==> src/verilog/tos_pkg.sv <==
package tos_pkg;
  // Register byte offsets on the Wishbone slave
  localparam logic [4:0] ADR_CTRL = 5'h00;
  localparam logic [4:0] ADR_ONESHOT = 5'h04;
  localparam logic [4:0] ADR_IOCTRL = 5'h08;
  localparam logic [4:0] ADR_MODE = 5'h0C;
  localparam logic [4:0] ADR_PRESCALE = 5'h10;
  localparam logic [4:0] ADR_SECONDARY = 5'h14;
  localparam logic [4:0] ADR_PRIMARY = 5'h18;
  localparam logic [4:0] ADR_PININT = 5'h1C;
  // Control register fields
  localparam int CTRL_START = 0;
  localparam int CTRL_STATUS = 1;
  localparam int CTRL_FSTOP = 2;
  // One-shot control fields
  localparam int OS_START = 0;
  localparam int OS_STOP = 1;
  localparam int OS_ACTIVE = 2;
  // I/O control fields
  localparam int IO_POL = 0;
  localparam int IO_EDGE = 2;
  localparam int IO_PIN_EN = 3;
  // Pin interrupt control fields
  localparam int PI_BOTH = 0;
  localparam int PI_SENSE = 1;
  localparam int PI_REQ = 3;
  // Count source selection in the mode register, bits 1:0
  localparam logic [1:0] SRC_DIV1 = 2'h0;
  localparam logic [1:0] SRC_DIV8 = 2'h1;
  localparam logic [1:0] SRC_COMP = 2'h2;
  localparam logic [1:0] SRC_DIV2 = 2'h3;
  localparam logic [7:0] RST_COUNT = 8'hFF;
  localparam logic [7:0] RST_ZERO = 8'h00;
endpackage : tos_pkg

==> src/verilog/tos_timer.sv <==
`timescale 1ns/100ps
// How it works
// - Count source is clk, /2, /8 or companion underflow.
// - Downcount primary value, prescaler divides each count.
// - Underflow reloads counter, ends count, clears active.
// - Any stop reloads counter before halting.
// - Pulse lasts (n+1)(m+1) source periods.
// - Pulse needs start bit then a trigger.
// - Stop on underflow, oneshot stop, start clear, force.
// - Interrupt rises with pulse end after underflow.
// - Pin triggers only when pin trigger enable set.
// - Count registers read back live count values.
// - Writes while stopped load reload and counter.
// - Writes while counting load reload only.
// - Polarity bit sets idle output level; active is its inverse.
// - Trigger accepted only while count status is one.
// - Triggers are oneshot start write or pin edge.
// - Active flag sets within one source cycle later.
// - Trigger during active pulse is ignored.
// - Ignored pin trigger still sets pin request flag.
// - Trigger edge select affects only the oneshot trigger.
// - Secondary register takes no part in counting.
// - Forced stop halts at once; start clear stops.
module tos_timer (
  input wire logic mclk,
  input wire logic sys_rst,
  input wire logic [31:0] wb_adr_i,
  input wire logic [31:0] wb_dat_i,
  input wire logic [3:0] wb_sel_i,
  input wire logic wb_we_i,
  input wire logic wb_cyc_i,
  input wire logic wb_stb_i,
  output logic [31:0] wb_dat_o,
  output logic wb_ack_o,
  input wire logic comp_underflow,
  input wire logic ext_trigger_pin,
  output logic timer_pulse_out,
  output logic timer_irq
);

  // Register map, low byte of each word only
  //   0x00 control: start, status copy, forced stop
  //   0x04 one-shot: start and stop strobes, active flag
  //   0x08 I/O control: polarity, trigger edge, pin enable
  //   0x0C count source select, two bits
  //   0x10 prescaler, reload on write, live count on read
  //   0x14 secondary, stored only in this mode
  //   0x18 primary, reload on write, live count on read
  //   0x1C pin interrupt control and request flag
  // Unmapped offsets read zero and ignore writes.
  // Upper byte lanes are never looked at.
  //
  // Bus timing
  //   Request taken on the edge that sees cyc, stb and no ack.
  //   Write lands on that same edge.
  //   Ack and read data follow one clock later, for one clock.
  //   A held request is not taken twice: ack masks it.
  //
  // Pulse timing
  //   Trigger moves the idle machine to the arm state.
  //   The next source tick starts the pulse and sets active.
  //   So active rises within one source period after a trigger.
  //   Prescaler counts down each tick, primary on its wrap.
  //   Primary wrap at zero is the underflow.
  //   Underflow reloads both counters and clears active.
  //   Pulse end and interrupt follow one clock later.
  //   Half a source period is rounded to one clock here.
  //   Limitation: slow sources end the pulse a little early.
  //
  // Stopping
  //   One-shot stop, forced stop or start cleared all stop.
  //   Each reloads both counters before going idle.
  //   Output drops to its idle level on the same edge.
  //   A stop while idle changes nothing in the counters.
  //
  // Trigger path
  //   Pin passes two flops before anything reads it.
  //   Edge detect runs on the second stage only.
  //   Sync flops reset to the pulled-up idle level.
  //   Hazard avoided: no false edge just after reset.
  //   Pin trigger edge and pin interrupt edge are separate.
  //   Pin interrupt flag keeps working during a pulse.
  //
  // Register writes while counting
  //   Only the reload copies change.
  //   The live counters pick them up at the next reload.
  //   So a new primary shows from the following pulse; a new prescaler from its next wrap.
  //
  // Software must not load zero into both count registers.
  // Nothing here guards against it; the pulse would be short.
  //
  // Every output comes straight from one flop of the state.
  // Trade-off: reads cost one clock of latency for clean timing.

  typedef enum logic [1:0] {TOS_IDLE, TOS_ARM, TOS_RUN} tos_state_t;

  typedef struct packed {
    tos_state_t st;
    logic [1:0] sync;
    logic pin_prev;
    logic [2:0] div;
    logic count_start_bit;
    logic count_status_flag;
    logic oneshot_active_flag;
    logic output_polarity_bit;
    logic pin_trigger_edge_sel;
    logic pin_trigger_enable;
    logic [1:0] src_sel;
    logic edge_mode_select;
    logic interrupt_edge_sense;
    logic interrupt_request_flag;
    logic irq_flag;
    logic [7:0] pre_reload;
    logic [7:0] pri_reload;
    logic [7:0] secondary_count_reg;
    logic [7:0] pre_cnt;
    logic [7:0] pri_cnt;
    logic pend;
    logic irq_pend;
    logic out;
    logic [31:0] rdata;
    logic ack;
  } tos_regs_t;

  tos_regs_t r_q;
  tos_regs_t r_d;

  logic tick;
  logic pin;
  logic rise;
  logic fall;
  logic pin_trig;
  logic pin_int;
  logic wr;
  logic rd;
  logic stopping;
  logic [7:0] wb0;

  // Two-flop synchroniser output and edge detection on the second stage
  assign pin = r_q.sync[1];
  assign rise = pin & ~r_q.pin_prev;
  assign fall = ~pin & r_q.pin_prev;
  // Timer edge select steers only the trigger path
  assign pin_trig = r_q.pin_trigger_enable & (r_q.pin_trigger_edge_sel ? rise : fall);
  // Interrupt edge uses its own sense bit, independent of the timer
  assign pin_int = r_q.edge_mode_select ? (rise | fall)
                 : (r_q.interrupt_edge_sense ? rise : fall);
  assign wr = wb_cyc_i & wb_stb_i & wb_we_i & ~r_q.ack & wb_sel_i[0];
  assign rd = wb_cyc_i & wb_stb_i & ~r_q.ack;
  assign wb0 = wb_dat_i[7:0];

  // Count source tick, one mclk wide
  // Free-running divider, so the first tick after a trigger may come late
  always_comb begin
    case (r_q.src_sel)
      tos_pkg::SRC_DIV1: begin
        // Every clock counts
        tick = 1'b1;
      end
      tos_pkg::SRC_DIV2: begin
        // Every second clock
        tick = r_q.div[0];
      end
      tos_pkg::SRC_DIV8: begin
        // Every eighth clock
        tick = &r_q.div;
      end
      tos_pkg::SRC_COMP: begin
        // Companion underflow is already a one-clock pulse
        tick = comp_underflow;
      end
      default: tick = 1'b1;
    endcase
  end

  // Stop requests coming from software this cycle
  always_comb begin
    stopping = 1'b0;
    if (wr && wb_adr_i[4:0] == tos_pkg::ADR_ONESHOT && wb0[tos_pkg::OS_STOP]) begin
      stopping = 1'b1;
    end
    if (wr && wb_adr_i[4:0] == tos_pkg::ADR_CTRL) begin
      if (wb0[tos_pkg::CTRL_FSTOP] || !wb0[tos_pkg::CTRL_START]) begin
        stopping = 1'b1;
      end
    end
  end

  // All next-state logic
  always_comb begin
    r_d = r_q;
    r_d.sync = {r_q.sync[0], ext_trigger_pin};
    r_d.pin_prev = pin;
    r_d.div = r_q.div + 3'd1;
    r_d.ack = rd;
    r_d.irq_flag = 1'b0;
    // Pin request flag: edge sets it even while a pulse runs
    if (pin_int) begin
      r_d.interrupt_request_flag = 1'b1;
    end
    // Counting state machine
    case (r_q.st)
      TOS_IDLE: begin
        if (r_q.count_status_flag && (pin_trig || (wr && wb_adr_i[4:0] == tos_pkg::ADR_ONESHOT
            && wb0[tos_pkg::OS_START]))) begin
          r_d.st = TOS_ARM;
        end
      end
      TOS_ARM: begin
        // Synchronise to the next source tick before going active
        if (tick) begin
          r_d.st = TOS_RUN;
          r_d.oneshot_active_flag = 1'b1;
          r_d.out = ~r_q.output_polarity_bit;
        end
      end
      TOS_RUN: begin
        // New triggers are simply not looked at here
        if (tick) begin
          if (r_q.pre_cnt != 8'h00) begin
            r_d.pre_cnt = r_q.pre_cnt - 8'd1;
          end else begin
            r_d.pre_cnt = r_q.pre_reload;
            if (r_q.pri_cnt != 8'h00) begin
              r_d.pri_cnt = r_q.pri_cnt - 8'd1;
            end else begin
              // Underflow: reload, end pulse after half a source cycle
              r_d.pri_cnt = r_q.pri_reload;
              r_d.st = TOS_IDLE;
              r_d.oneshot_active_flag = 1'b0;
              r_d.irq_pend = 1'b1;
            end
          end
        end
      end
      default: r_d.st = TOS_IDLE;
    endcase
    // Half source cycle approximated as one mclk after underflow
    if (r_q.irq_pend) begin
      r_d.irq_pend = 1'b0;
      r_d.irq_flag = 1'b1;
      r_d.out = r_q.output_polarity_bit;
    end
    // Software stop: reload and halt
    if (stopping && r_q.st != TOS_IDLE) begin
      r_d.st = TOS_IDLE;
      r_d.pre_cnt = r_q.pre_reload;
      r_d.pri_cnt = r_q.pri_reload;
      r_d.oneshot_active_flag = 1'b0;
      r_d.out = r_q.output_polarity_bit;
    end
    // Hold the active level through the clock between underflow and end
    if (r_d.st == TOS_IDLE && !r_q.irq_pend && !r_d.irq_pend) begin
      r_d.out = r_q.output_polarity_bit;
    end
    // Register writes
    if (wr) begin
      case (wb_adr_i[4:0])
        tos_pkg::ADR_CTRL: begin
          r_d.count_start_bit = wb0[tos_pkg::CTRL_START] & ~wb0[tos_pkg::CTRL_FSTOP];
          r_d.count_status_flag = r_d.count_start_bit;
        end
        tos_pkg::ADR_IOCTRL: begin
          r_d.output_polarity_bit = wb0[tos_pkg::IO_POL];
          r_d.pin_trigger_edge_sel = wb0[tos_pkg::IO_EDGE];
          r_d.pin_trigger_enable = wb0[tos_pkg::IO_PIN_EN];
        end
        tos_pkg::ADR_MODE: r_d.src_sel = wb0[1:0];
        tos_pkg::ADR_PRESCALE: begin
          r_d.pre_reload = wb0;
          if (r_q.st == TOS_IDLE) begin
            r_d.pre_cnt = wb0;
          end
        end
        tos_pkg::ADR_PRIMARY: begin
          r_d.pri_reload = wb0;
          if (r_q.st == TOS_IDLE) begin
            r_d.pri_cnt = wb0;
          end
        end
        // Stored only; never used for counting
        tos_pkg::ADR_SECONDARY: r_d.secondary_count_reg = wb0;
        tos_pkg::ADR_PININT: begin
          r_d.edge_mode_select = wb0[tos_pkg::PI_BOTH];
          r_d.interrupt_edge_sense = wb0[tos_pkg::PI_SENSE];
          // Clear by writing 0, a new edge this cycle wins
          if (!wb0[tos_pkg::PI_REQ] && !pin_int) begin
            r_d.interrupt_request_flag = 1'b0;
          end
        end
        default: ;
      endcase
    end
    // Read mux, unmapped offsets read zero
    r_d.rdata = 32'h0000_0000;
    case (wb_adr_i[4:0])
      tos_pkg::ADR_CTRL: begin
        // Forced stop is a strobe and reads zero
        r_d.rdata[2:0] = {1'b0, r_q.count_status_flag, r_q.count_start_bit};
      end
      tos_pkg::ADR_ONESHOT: begin
        // Start and stop are strobes, only active reads back
        r_d.rdata[tos_pkg::OS_ACTIVE] = r_q.oneshot_active_flag;
      end
      tos_pkg::ADR_IOCTRL: begin
        r_d.rdata[3:0] = {r_q.pin_trigger_enable, r_q.pin_trigger_edge_sel,
                          1'b0, r_q.output_polarity_bit};
      end
      tos_pkg::ADR_MODE: begin
        r_d.rdata[1:0] = r_q.src_sel;
      end
      tos_pkg::ADR_PRESCALE: begin
        // Live counter, not the reload copy
        r_d.rdata[7:0] = r_q.pre_cnt;
      end
      tos_pkg::ADR_SECONDARY: begin
        r_d.rdata[7:0] = r_q.secondary_count_reg;
      end
      tos_pkg::ADR_PRIMARY: begin
        // Live counter, not the reload copy
        r_d.rdata[7:0] = r_q.pri_cnt;
      end
      tos_pkg::ADR_PININT: begin
        r_d.rdata[3:0] = {r_q.interrupt_request_flag, 1'b0,
                          r_q.interrupt_edge_sense, r_q.edge_mode_select};
      end
      default: r_d.rdata = 32'h0000_0000;
    endcase

    if (sys_rst) begin
      r_d = '0;
      r_d.st = TOS_IDLE;
      // Pin idles high, so no edge is seen as the flops fill
      r_d.sync = 2'b11;
      r_d.pin_prev = 1'b1;
      r_d.pre_reload = tos_pkg::RST_COUNT;
      r_d.pri_reload = tos_pkg::RST_COUNT;
      r_d.pre_cnt = tos_pkg::RST_COUNT;
      r_d.pri_cnt = tos_pkg::RST_COUNT;
      r_d.secondary_count_reg = tos_pkg::RST_COUNT;
    end
  end

  // Single state register, synchronous reset folded into r_d
  always_ff @(posedge mclk) begin
    r_q <= r_d;
  end

  assign wb_dat_o = r_q.rdata;
  assign wb_ack_o = r_q.ack;
  assign timer_pulse_out = r_q.out;
  assign timer_irq = r_q.irq_flag;

endmodule : tos_timer

==> config.mk <==
export PLATFORM = sky130hd
export DESIGN_NAME = tos_timer
export DESIGN_NICKNAME = d
export VERILOG_FILES = /design/src/verilog/tos_pkg.sv /design/src/verilog/tos_timer.sv
export SDC_FILE = /design/constraint.sdc
export NUM_CORES = 1
export LEC_CHECK = 0
export BUFFER_PORTS_ARGS = -buffer_cell sky130_fd_sc_hd__buf_4
export CORE_UTILIZATION = 33
export DETAILED_ROUTE_END_ITERATION = 12
export SLEW_MARGIN = 10
export SYNTH_ARGS = -nofsm -noshare
export SYNTH_HDL_FRONTEND = slang
export SYNTH_SLANG_ARGS = --single-unit
==> constraint.sdc <==
create_clock -name mclk -period 2.4 [get_ports mclk]
set_clock_uncertainty 0.1 [all_clocks]
set_input_delay 0.48 -clock mclk [delete_from_list [all_inputs] [get_ports mclk]]
set_output_delay 0.48 -clock mclk [all_outputs]
set_load 0.005 [all_outputs]
==> results of run 1 <==
## cell usage in the layout, fill, tap and decap left out, drive strengths merged, types with 4 or more instances in the layout
cell,Yosys,routed
a211oi,5,5
a21oi,27,27
a31oi,5,5
buf,40,59
clkbuf,19,12
conb,1,24
dfxtp,70,70
ha,7,7
inv,17,17
mux2,5,5
mux2i,23,23
nand2,61,61
nand3,28,28
nand4,5,5
nor2,39,39
nor2b,9,9
nor3,9,9
nor3b,6,6
nor4,9,9
o211ai,8,8
o21ai,19,19
o22ai,4,4
o41ai,4,4
or2,5,5
or3b,4,4
or4,6,6
## per-stage QoR
step                      util (%)  instance area (µm²)  TNS (ps)  setup slack [ps]
after global placement        36.7                 4210         0              41.9
after global routing          40.0                 4590         0              47.3
after detailed placement      36.7                 4210     -13.1             -13.1
after CTS                     39.3                 4510         0              54.9
after floorplan                  -                 3990         0               238
final                         40.0                 4590         0               118
## synth_stat cells, drive strengths merged, types with 3 or more instances
cell	number	area, µm²
inv	17	63.8
nor2b	9	56.3
nor3	9	45.0
dfxtp	70	1400
o211ai	8	60.1
nor4	9	68.8
o31a	3	28.8
a22oi	3	22.5
o31ai	3	22.5
o41ai	4	42.6
or2	5	33.8
or4	6	48.8
a211oi	5	37.5
nand4	5	31.3
a21oi	27	135
or3b	4	35.0
mux2i	23	230
mux2	5	56.3
nor3b	6	45.0
buf	40	290
a31oi	5	31.3
o32ai	3	26.3
nor2	39	146
o22ai	4	25.0
and2	3	18.8
nand2	61	229
ha	7	87.6
nand3	28	140
o21ai	19	95.1
clkbuf	19	71.3
## flip-flops by register name, summed over array words and instances, names as in the netlist
register,cells
r_q,58
wb_dat_o,8
pin,1
wb_ack_o,1
timer_irq,1
timer_pulse_out,1
## cells by family after synthesis
group | Yosys count | synth area share [%]
AND/OR/NAND/NOR | 198 | 26.0
AO/OA/AOI/OAI | 99 | 16.9
buffers and inverters | 76 | 10.9
flip-flops | 70 | 35.9
multiplexers | 29 | 7.93
adder cells (fa/ha/maj) | 7 | 2.25
other | 1 | 0.0962
## timing repair
action / in CTS / in global routing
endpoints found under the hold margin: 0 / 0
buffers inserted: 0 / 5
pin swaps: 0 / 1
gates resized for setup: 1 / 8
setup endpoints to repair: 1 / 8
hold buffers: 0 / 0
## critical path: cells and delay by family (launching register included)
kind / cells / cell delay (ps)
buffers and inverters: 1 / 240
AND/OR/NAND/NOR: 3 / 950
flip-flops: 1 / 390
AO/OA/AOI/OAI: 2 / 550
## power by group through the flow
| stage | Combinational (mW) | Sequential (mW) | Clock (mW) |
|---|---|---|---|
| final | 0.176 | 1.18 | 1.36 |
| after global routing | 0.192 | 1.18 | 1.41 |
| after CTS | 0.172 | 1.18 | 1.37 |
| after detailed placement | 0.171 | 1.21 | 0 |
| after global placement | 0.170 | 1.20 | 0 |
| after floorplan | 0.127 | 1.20 | 0 |
## final timing paths
kind              startpoint  slack (ps)  endpoint  depth (start not counted)
max reg2reg          r_q[95]         120   r_q[50]                          6
min reg2reg          r_q[92]         310       pin                          1
max                  r_q[95]         120   r_q[50]                          6
min          ext_trigger_pin         230   r_q[92]                          2
## metal layers
metal / vias to the layer above / wire [µm] / GRT usage, %
met1: 1752 / 4760 / 24.1
li1: 1735 / - / -
met3: 25 / 859 / 3.34
met4: 0 / 226 / 6.13
met2: 159 / 5090 / 28.6
met5: - / 0 / 0
## layout make-up
type	instances	area, µm²	area share, %
Clock buffer	12	256	5.59
Clock inverter	4	45.0	0.981
Inverter	17	63.8	1.39
Multi-Input combinational cell	357	2200	48.0
Sequential cell	70	1400	30.5
Tap cell	143	179	3.90
Timing Repair Buffer	59	443	9.65
==> flow_summary.yaml, run 1 <==
run_status:
  status: "complete, no violations"
min_path:
  min_path_type: "primary input to flip-flop"
floorplanning:
  fp.coreArea_um2: 11500
  std_cell_rows: 39
  floorplan.initialDensity_pct: 34.0
  dieArea_um2: 12300
  chipHeight_um: 111
  die_width_um: 111
  ios: 110
drt:
  route.vias.total: 3671
  routedWlPerCell_um: 16.5
  detailedRoute.firstIterationViolations: 327
  detail_route.drc_violations: 0
  drt-pass1-iter-count: 5
  detail_route.vias_per_cell: 5.55
  postRouteAntennaNets: 0
  postRouteWirelength_mm: 10.9
power:
  pwr-share-comb_pct: 6.5
  power.share.sequential_pct: 43.5
  clock_power_share_pct: 50.0
  powerDensity_nw_per_um2: 592
  swShare_pct: 22.7
  static-leakage-power_nw: 2.01
  fin_total_pwr_mw: 2.72
  vdd_ir_drop_max_v: 0.000342
  switching_power_total_mw: 0.617
  cell_internal_pwr_mw: 2.10
timing:
  final-hold-violation-count: 0
  final_setup_viols: 0
  max_freq_mhz: 438
  period_needed_ps: 2280
  hold_slack_ps: 232
  grt_setup_unrepaired: "no"
  final_min_period_over_clock_period_pct: 95.1
  max_slew_vio_count: 0
cts:
  tritoncts: "built"
  clock_tree.buffer_depth: 2
  clock_insertion_delay_worst_skew_ps: 330
  cts_num_sinks: 70
  cts_root_buf: "sky130_fd_sc_hd__clkbuf_16"
  ctsHtreeMaxLevel: 3
  numCtsBuffers: 9
  clkTransAtPathRegs_ps: 60
critical_path:
  critPathRequiredTime_ps: 2570
  timing.setup.critical_path_class: "flip-flop to flip-flop"
  timing.critical_path.fanout_max: 6
  critical_path_source_type: "flip-flop"
  crit_path_top_delay_cell: "sky130_fd_sc_hd__or4_1"
  slowest_delay_ps: 500
  worstSetupEndpointType: "flip-flop"
  critical_path.cell_chain: "nor2b_1 > o211ai_1 > buf_4 > or4_1 > a211o_1 > nand3_1"
  worst_endpoint_data_arrival_time_ps: 2460
synth:
  syn_inst: 480
  synth-main-ff-cell: "sky130_fd_sc_hd__dfxtp_1"
  synth.avg_cell_area_um2: 8.12
  synth_warnings: 0
  async_flop_share_pct: 0
  synth_area_um2: 3900
  synth_sequential_area_ratio_pct: 35.9
  synth-edff-count: 0
  synth_seq_cells: 70
  netlist-cell-type-count: 64
grt:
  largest_net_degree_at_the_start_of_global_routing: 34
  grt_antenna_before_repair: 0
  grt_pass1_vias: 3311
  grt_pass1_wl_mm: 17.5
  global_route.usage.total_pct: 17.9
  global_route.overflow_total: 0
finish:
  post_route_cells_drive_above_1_share_pct: 19.7
  antenna_cells: 0
  area.growth.synth_to_final_pct: 17.7
  final_cell_count_no_fill: 662
  final_net_count: 596
  final.fill_count: 1172
placed_design:
  port-buffer-count: 31
  post-place-cells: 641
  finalWeightedCongestion: 0.900
  place.detailed.hpwl_mm: 7.91
run:
  maxCapViolCount: 0
Power figures use the tool's default switching activity.
==> run 2: changes to the inputs <==
--- a/config.mk
+++ b/config.mk
@@ -8,6 +8,8 @@
 export BUFFER_PORTS_ARGS = -buffer_cell sky130_fd_sc_hd__buf_4
 export CORE_UTILIZATION = 33
 export DETAILED_ROUTE_END_ITERATION = 12
+export MAX_ROUTING_LAYER = met4
+export PLACE_DENSITY_LB_ADDON = 0.1
 export SLEW_MARGIN = 10
 export SYNTH_ARGS = -nofsm -noshare
 export SYNTH_HDL_FRONTEND = slang
==> flow_summary.yaml, run 2 (same netlist as run 1, synthesis figures left out) <==
cts:
  clock_insertion_delay_worst_skew_ps: 340
  numCtsBuffers: 9
  cts_num_sinks: 70
  ctsHtreeMaxLevel: 3
  tritoncts: "built"
  cts.repair_timing.setup_buffer_count: 0
  clock_tree.buffer_depth: 2
  clkTransAtPathRegs_ps: 50
  cts_root_buf: "sky130_fd_sc_hd__clkbuf_16"
grt:
  global_route.overflow_total: 0
  grt_pass1_wl_mm: 18.9
  grt_antenna_before_repair: 0
  grt_pass1_vias: 3416
  largest_net_degree_at_the_start_of_global_routing: 23
  global_route.usage.total_pct: 20.6
critical_path:
  critical_path.cell_chain: "inv_1 > ha_1 > or3b_2 > or2_4 > o31a_2 > o32ai_1 > o21ai_0"
  slowest_delay_ps: 480
  crit_path_top_delay_cell: "sky130_fd_sc_hd__or3b_2"
  timing.reg2reg.worst_path_depth: 7
  r2r_end: "r_q[40]"
  worstSetupEndpointType: "flip-flop"
  critPathRequiredTime_ps: 2510
  worst_endpoint_data_arrival_time_ps: 2340
  timing.critical_path.fanout_max: 9
  reg2reg_setup_slack_ps: 160
  critical_path_source_type: "flip-flop"
  critical_path.reg2reg.startpoint: "r_q[44]"
  timing.setup.critical_path_class: "flip-flop to flip-flop"
finish:
  final_net_count: 604
  commonest_cells_after_routing_fill_and_taps_aside: "sky130_fd_sc_hd__dfxtp_1 (70), sky130_fd_sc_hd__buf_4 (67), sky130_fd_sc_hd__nand2_1 (61), sky130_fd_sc_hd__nor2_1 (39), sky130_fd_sc_hd__nand3_1 (28)"
  final.fill_count: 1179
  flip_flop_count_of_the_largest_register_after_layout: 58
  area.growth.synth_to_final_pct: 17.3
  antenna_cells: 0
  layout.cells.most_common: "sky130_fd_sc_hd__dfxtp_1"
  regMostFlops: "r_q"
  post_route_cells_drive_above_1_share_pct: 19.4
floorplanning:
  std_cell_rows: 39
  dieArea_um2: 12300
  die_width_um: 111
  ios: 110
  fp.coreArea_um2: 11500
  chipHeight_um: 111
  floorplan.initialDensity_pct: 34.0
drt:
  drt-pass1-iter-count: 5
  postRouteWirelength_mm: 11.7
  route.vias.total: 3590
  detailedRoute.firstIterationViolations: 246
  detail_route.drc_violations: 0
  detail_route.vias_per_cell: 5.37
  routedWlPerCell_um: 17.5
  postRouteAntennaNets: 0
timing:
  final_min_period_over_clock_period_pct: 93.3
  postLayoutSetupSlackWorst_ps: 161
  grt_setup_unrepaired: "no"
  worstMarginPinSlew_ps: 582
  hold_slack_ps: 222
  max-slew-margin-rel_pct: 60.9
  period_needed_ps: 2240
  final_setup_viols: 0
  tns_ps: 0
  final-hold-violation-count: 0
  max_freq_mhz: 447
  max_slew_vio_count: 0
placed_design:
  place.detailed.hpwl_mm: 8.59
  finalWeightedCongestion: 0.824
  port-buffer-count: 31
  worst_slack_after_detailed_placement_ps: 88.7
power:
  vdd_ir_drop_max_v: 0.000236
  static-leakage-power_nw: 2.01
  powerDensity_nw_per_um2: 568
min_path:
  min_path_type: "primary input to flip-flop"
  min-delay-start: "ext_trigger_pin"
  min_to: "r_q[92]"
  holdPathStages: 2
run:
  maxCapViolCount: 0
run_status:
  status: "complete, no violations"
[run 2: layout make-up]
type                            count  area (µm²)  area share [%]
Sequential cell                    70        1400            30.6
Timing Repair Buffer               67         503            11.0
Inverter                           17        63.8            1.39
Clock inverter                      1        5.00           0.109
Multi-Input combinational cell    357        2160            47.2
Clock buffer                       14         264            5.77
Tap cell                          143         179            3.91
[run 2: worst max-delay path by stage]
stage,slack (ps),startpoint,endpoint,depth (start not counted)
2_1_floorplan,240,r_q[88],r_q[40],8
3_3_place_gp,80,r_q[88],r_q[45],7
3_5_place_dp,90,r_q[88],r_q[45],8
4_1_cts,70,r_q[88],r_q[45],8
5_1_grt,9,r_q[44],r_q[40],7
6_report,160,r_q[44],r_q[40],7
[run 2: critical path, delay by kind of cell (launching register included)]
family | cells | cell delay [ps]
buffers and inverters | 1 | 70
AOI/OAI and AO/OA | 3 | 630
adders and majority gates | 1 | 200
and+or+nand+nor | 2 | 780
DFF | 1 | 310
[run 2: timing repair]
action,in CTS,in global routing
hold endpoints to repair,0,0
resized for setup,0,1
endpoints found under the setup margin,0,3
hold buffers,0,0
[run 2: layer usage]
| layer | GRT usage (%) | vias to the layer above | share of wire [%] |
|---|---|---|---|
| li1 | - | 1751 | - |
| met1 | 28.2 | 1728 | 49 |
| met2 | 30.9 | 96 | 45 |
| met4 | 7.56 | 0 | 1.5 |
| met3 | 2.68 | 15 | 3.7 |
| met5 | - | - | 0 |
[run 2: per-stage QoR]
step                      instances  utilization [%]  cell area (µm²)  total power [mW]
after floorplan                 503                -             3990              1.33
after global placement          654             37.5             4310              1.39
after detailed placement        654             37.5             4310              1.39
after CTS                       669             39.9             4570              2.62
after global routing            669             39.9             4570              2.69
final                           669             39.9             4570              2.60
[run 2: report_power, final]
group	internal, mW	switching [mW]	leakage (nW)
Clock	0.749	0.488	0.133
Sequential	1.17	0.00530	0.567
Combinational	0.0734	0.110	1.31
Total	2.00	0.603	2.01
==> run 3: changes to the inputs <==
--- a/config.mk
+++ b/config.mk
@@ -5,6 +5,7 @@
 export SDC_FILE = /design/constraint.sdc
 export NUM_CORES = 1
 export LEC_CHECK = 0
+export ABC_AREA = 1
 export BUFFER_PORTS_ARGS = -buffer_cell sky130_fd_sc_hd__buf_4
 export CORE_UTILIZATION = 33
 export DETAILED_ROUTE_END_ITERATION = 12
==> flow_summary.yaml, run 3 <==
run_status:
  status: "finished, violations left"
  violations: "design-rule violations"
critical_path:
  timing.critical_path.fanout_max: 9
  timing.setup.critical_path_class: "flip-flop to flip-flop"
  worst_endpoint_data_arrival_time_ps: 2280
  worstSetupEndpointType: "flip-flop"
  critPathRequiredTime_ps: 2530
  critical_path_source_type: "flip-flop"
finish:
  antenna_cells: 0
  flip_flop_count_of_the_largest_register_after_layout: 58
  multi_input_logic_area_um2: 2090
  regMostFlops: "r_q"
  commonest_cells_after_routing_fill_and_taps_aside: "sky130_fd_sc_hd__nand2_1 (108), sky130_fd_sc_hd__dfxtp_1 (70), sky130_fd_sc_hd__inv_1 (63), sky130_fd_sc_hd__buf_4 (39), sky130_fd_sc_hd__nor2_1 (36)"
  area.growth.synth_to_final_pct: 13.0
  sequential_cell_area_um2: 1400
  final.fill_count: 1238
  layout.cells.most_common: "sky130_fd_sc_hd__nand2_1"
  final_net_count: 652
  post_route_cells_drive_above_1_share_pct: 17.6
drt:
  drt-pass1-iter-count: 10
  detail_route.vias_per_cell: 4.82
  route.vias.total: 3461
  detail_route.drc_violations: 1
  detailedRoute.firstIterationViolations: 174
  routedWlPerCell_um: 14.6
  postRouteAntennaNets: 0
  postRouteWirelength_mm: 10.5
synth:
  async_flop_share_pct: 0
  synth_area_um2: 4010
  synth.cells.most_frequent: "sky130_fd_sc_hd__nand2_1 (108), sky130_fd_sc_hd__dfxtp_1 (70), sky130_fd_sc_hd__inv_1 (63)"
  synth_sequential_area_ratio_pct: 34.9
  synth-edff-count: 0
  syn_inst: 544
  synthDominantAreaCellType: "sky130_fd_sc_hd__dfxtp_1"
  synth_top_area_share_pct: 34.9
  netlist-cell-type-count: 44
  yosys-top-cells-area: "sky130_fd_sc_hd__dfxtp_1 (35%), sky130_fd_sc_hd__nand2_1 (10%), sky130_fd_sc_hd__buf_4 (6.0%)"
  synth_warnings: 0
  synth_seq_cells: 70
  synth.avg_cell_area_um2: 7.38
  synth-main-ff-cell: "sky130_fd_sc_hd__dfxtp_1"
  yosys.cell_count.top_type: "sky130_fd_sc_hd__nand2_1"
min_path:
  min_path_type: "primary input to flip-flop"
timing:
  period_needed_ps: 2150
  final_setup_viols: 0
  tns_ps: 0
  max_freq_mhz: 466
  max_slew_vio_count: 0
  final-hold-violation-count: 0
  postLayoutSetupSlackWorst_ps: 255
  final_min_period_over_clock_period_pct: 89.4
  grt_setup_unrepaired: "no"
floorplanning:
  floorplan.initialDensity_pct: 34.6
  ios: 110
  std_cell_rows: 39
  dieArea_um2: 12600
  die_width_um: 112
  chipHeight_um: 112
  fp.coreArea_um2: 11600
cts:
  cts.repair_timing.setup_buffer_count: 0
  ctsHtreeMaxLevel: 3
  cts_root_buf: "sky130_fd_sc_hd__clkbuf_16"
  numCtsBuffers: 9
  clock_insertion_delay_worst_skew_ps: 340
  clkTransAtPathRegs_ps: 60
  post_cts_resize_count: 0
  number_of_hold_buffers_added_after_cts: 0
  clock_tree.buffer_depth: 2
  cts_num_sinks: 70
  tritoncts: "built"
power:
  cell_internal_pwr_mw: 2.09
  static-leakage-power_nw: 2.15
  swShare_pct: 22.6
  vdd_ir_drop_max_v: 0.000271
  switching_power_total_mw: 0.610
  pwr-share-comb_pct: 5.5
  clock_power_share_pct: 50.7
  power.share.sequential_pct: 43.8
  powerDensity_nw_per_um2: 595
grt:
  grt_pass1_wl_mm: 17.1
  global_route.usage.total_pct: 18.5
  grt_antenna_before_repair: 0
  largest_net_degree_at_the_start_of_global_routing: 26
  grt_pass1_vias: 3250
  global_route.overflow_total: 0
placed_design:
  place.detailed.hpwl_mm: 7.69
  port-buffer-count: 31
  finalWeightedCongestion: 0.799
  worst_slack_after_detailed_placement_ps: 241
run:
  maxCapViolCount: 0
run 3: cell type report:
type,count,share of cell area (%)
Inverter,72,5.96
Clock inverter,3,0.938
Timing Repair Buffer,39,6.46
Tap cell,143,3.94
Multi-Input combinational cell,378,46.1
Clock buffer,13,5.74
Sequential cell,70,30.9
run 3: path summary, 6_finish.rpt:
check | from | endpoint | slack [ps] | depth (start not counted)
worst max-delay path | r_q[36] | r_q[37] | 250 | 9
worst min-delay path | ext_trigger_pin | r_q[92] | 220 | 2
worst max register to register | r_q[36] | r_q[37] | 250 | 9
worst min register to register | r_q[92] | pin | 310 | 1
run 3: worst max-delay path, stage by stage, from the launching register on:
cell,delay (ps)
sky130_fd_sc_hd__dfxtp_1,330
sky130_fd_sc_hd__inv_1,170
sky130_fd_sc_hd__ha_1,280
sky130_fd_sc_hd__nand3_2,150
sky130_fd_sc_hd__nor2_4,270
sky130_fd_sc_hd__inv_1,150
sky130_fd_sc_hd__o21ai_1,320
sky130_fd_sc_hd__nand2_1,90
sky130_fd_sc_hd__nand4_1,80
sky130_fd_sc_hd__o21ai_0,80
run 3: metrics by stage:
stage	power, mW	instances	hold slack, ps	instance area, µm²	utilization, %
floorplan	1.32	567	289	4100	-
global placement	1.35	702	291	4230	36.4
detailed placement	1.36	702	293	4230	36.4
CTS	2.73	718	216	4540	39.1
global route	2.81	718	239	4540	39.1
finish	2.70	718	224	4540	39.1
run 3: cell families after synthesis:
family          after synthesis  share of synthesized area [%]
compound gates              126                           20.1
xor+xnor                      7                           1.53
fa+ha+maj                     7                           2.18
buf+inv                     119                           15.2
flops                        70                           34.9
other cells                   1                         0.0934
simple gates                214                           26.0
run 3: metal layers:
layer  wire (µm)  part of all wire (%)  vias up  GRT usage, %
li1            -                     -     1796             -
met1        5190                    50     1578          24.9
met3         459                   4.4       10          3.51
met2        4680                    45       77          27.6
met4         159                   1.5        0          6.49
met5           0                     0        -             -
run 3: power groups by stage:
stage          Clock, mW  Sequential, mW  Combinational, mW
2_1_floorplan          0            1.21              0.113
3_5_place_dp           0            1.21              0.150
3_3_place_gp           0            1.21              0.148
6_report            1.37            1.18              0.149
4_1_cts             1.40            1.18              0.150
5_1_grt             1.46            1.18              0.167
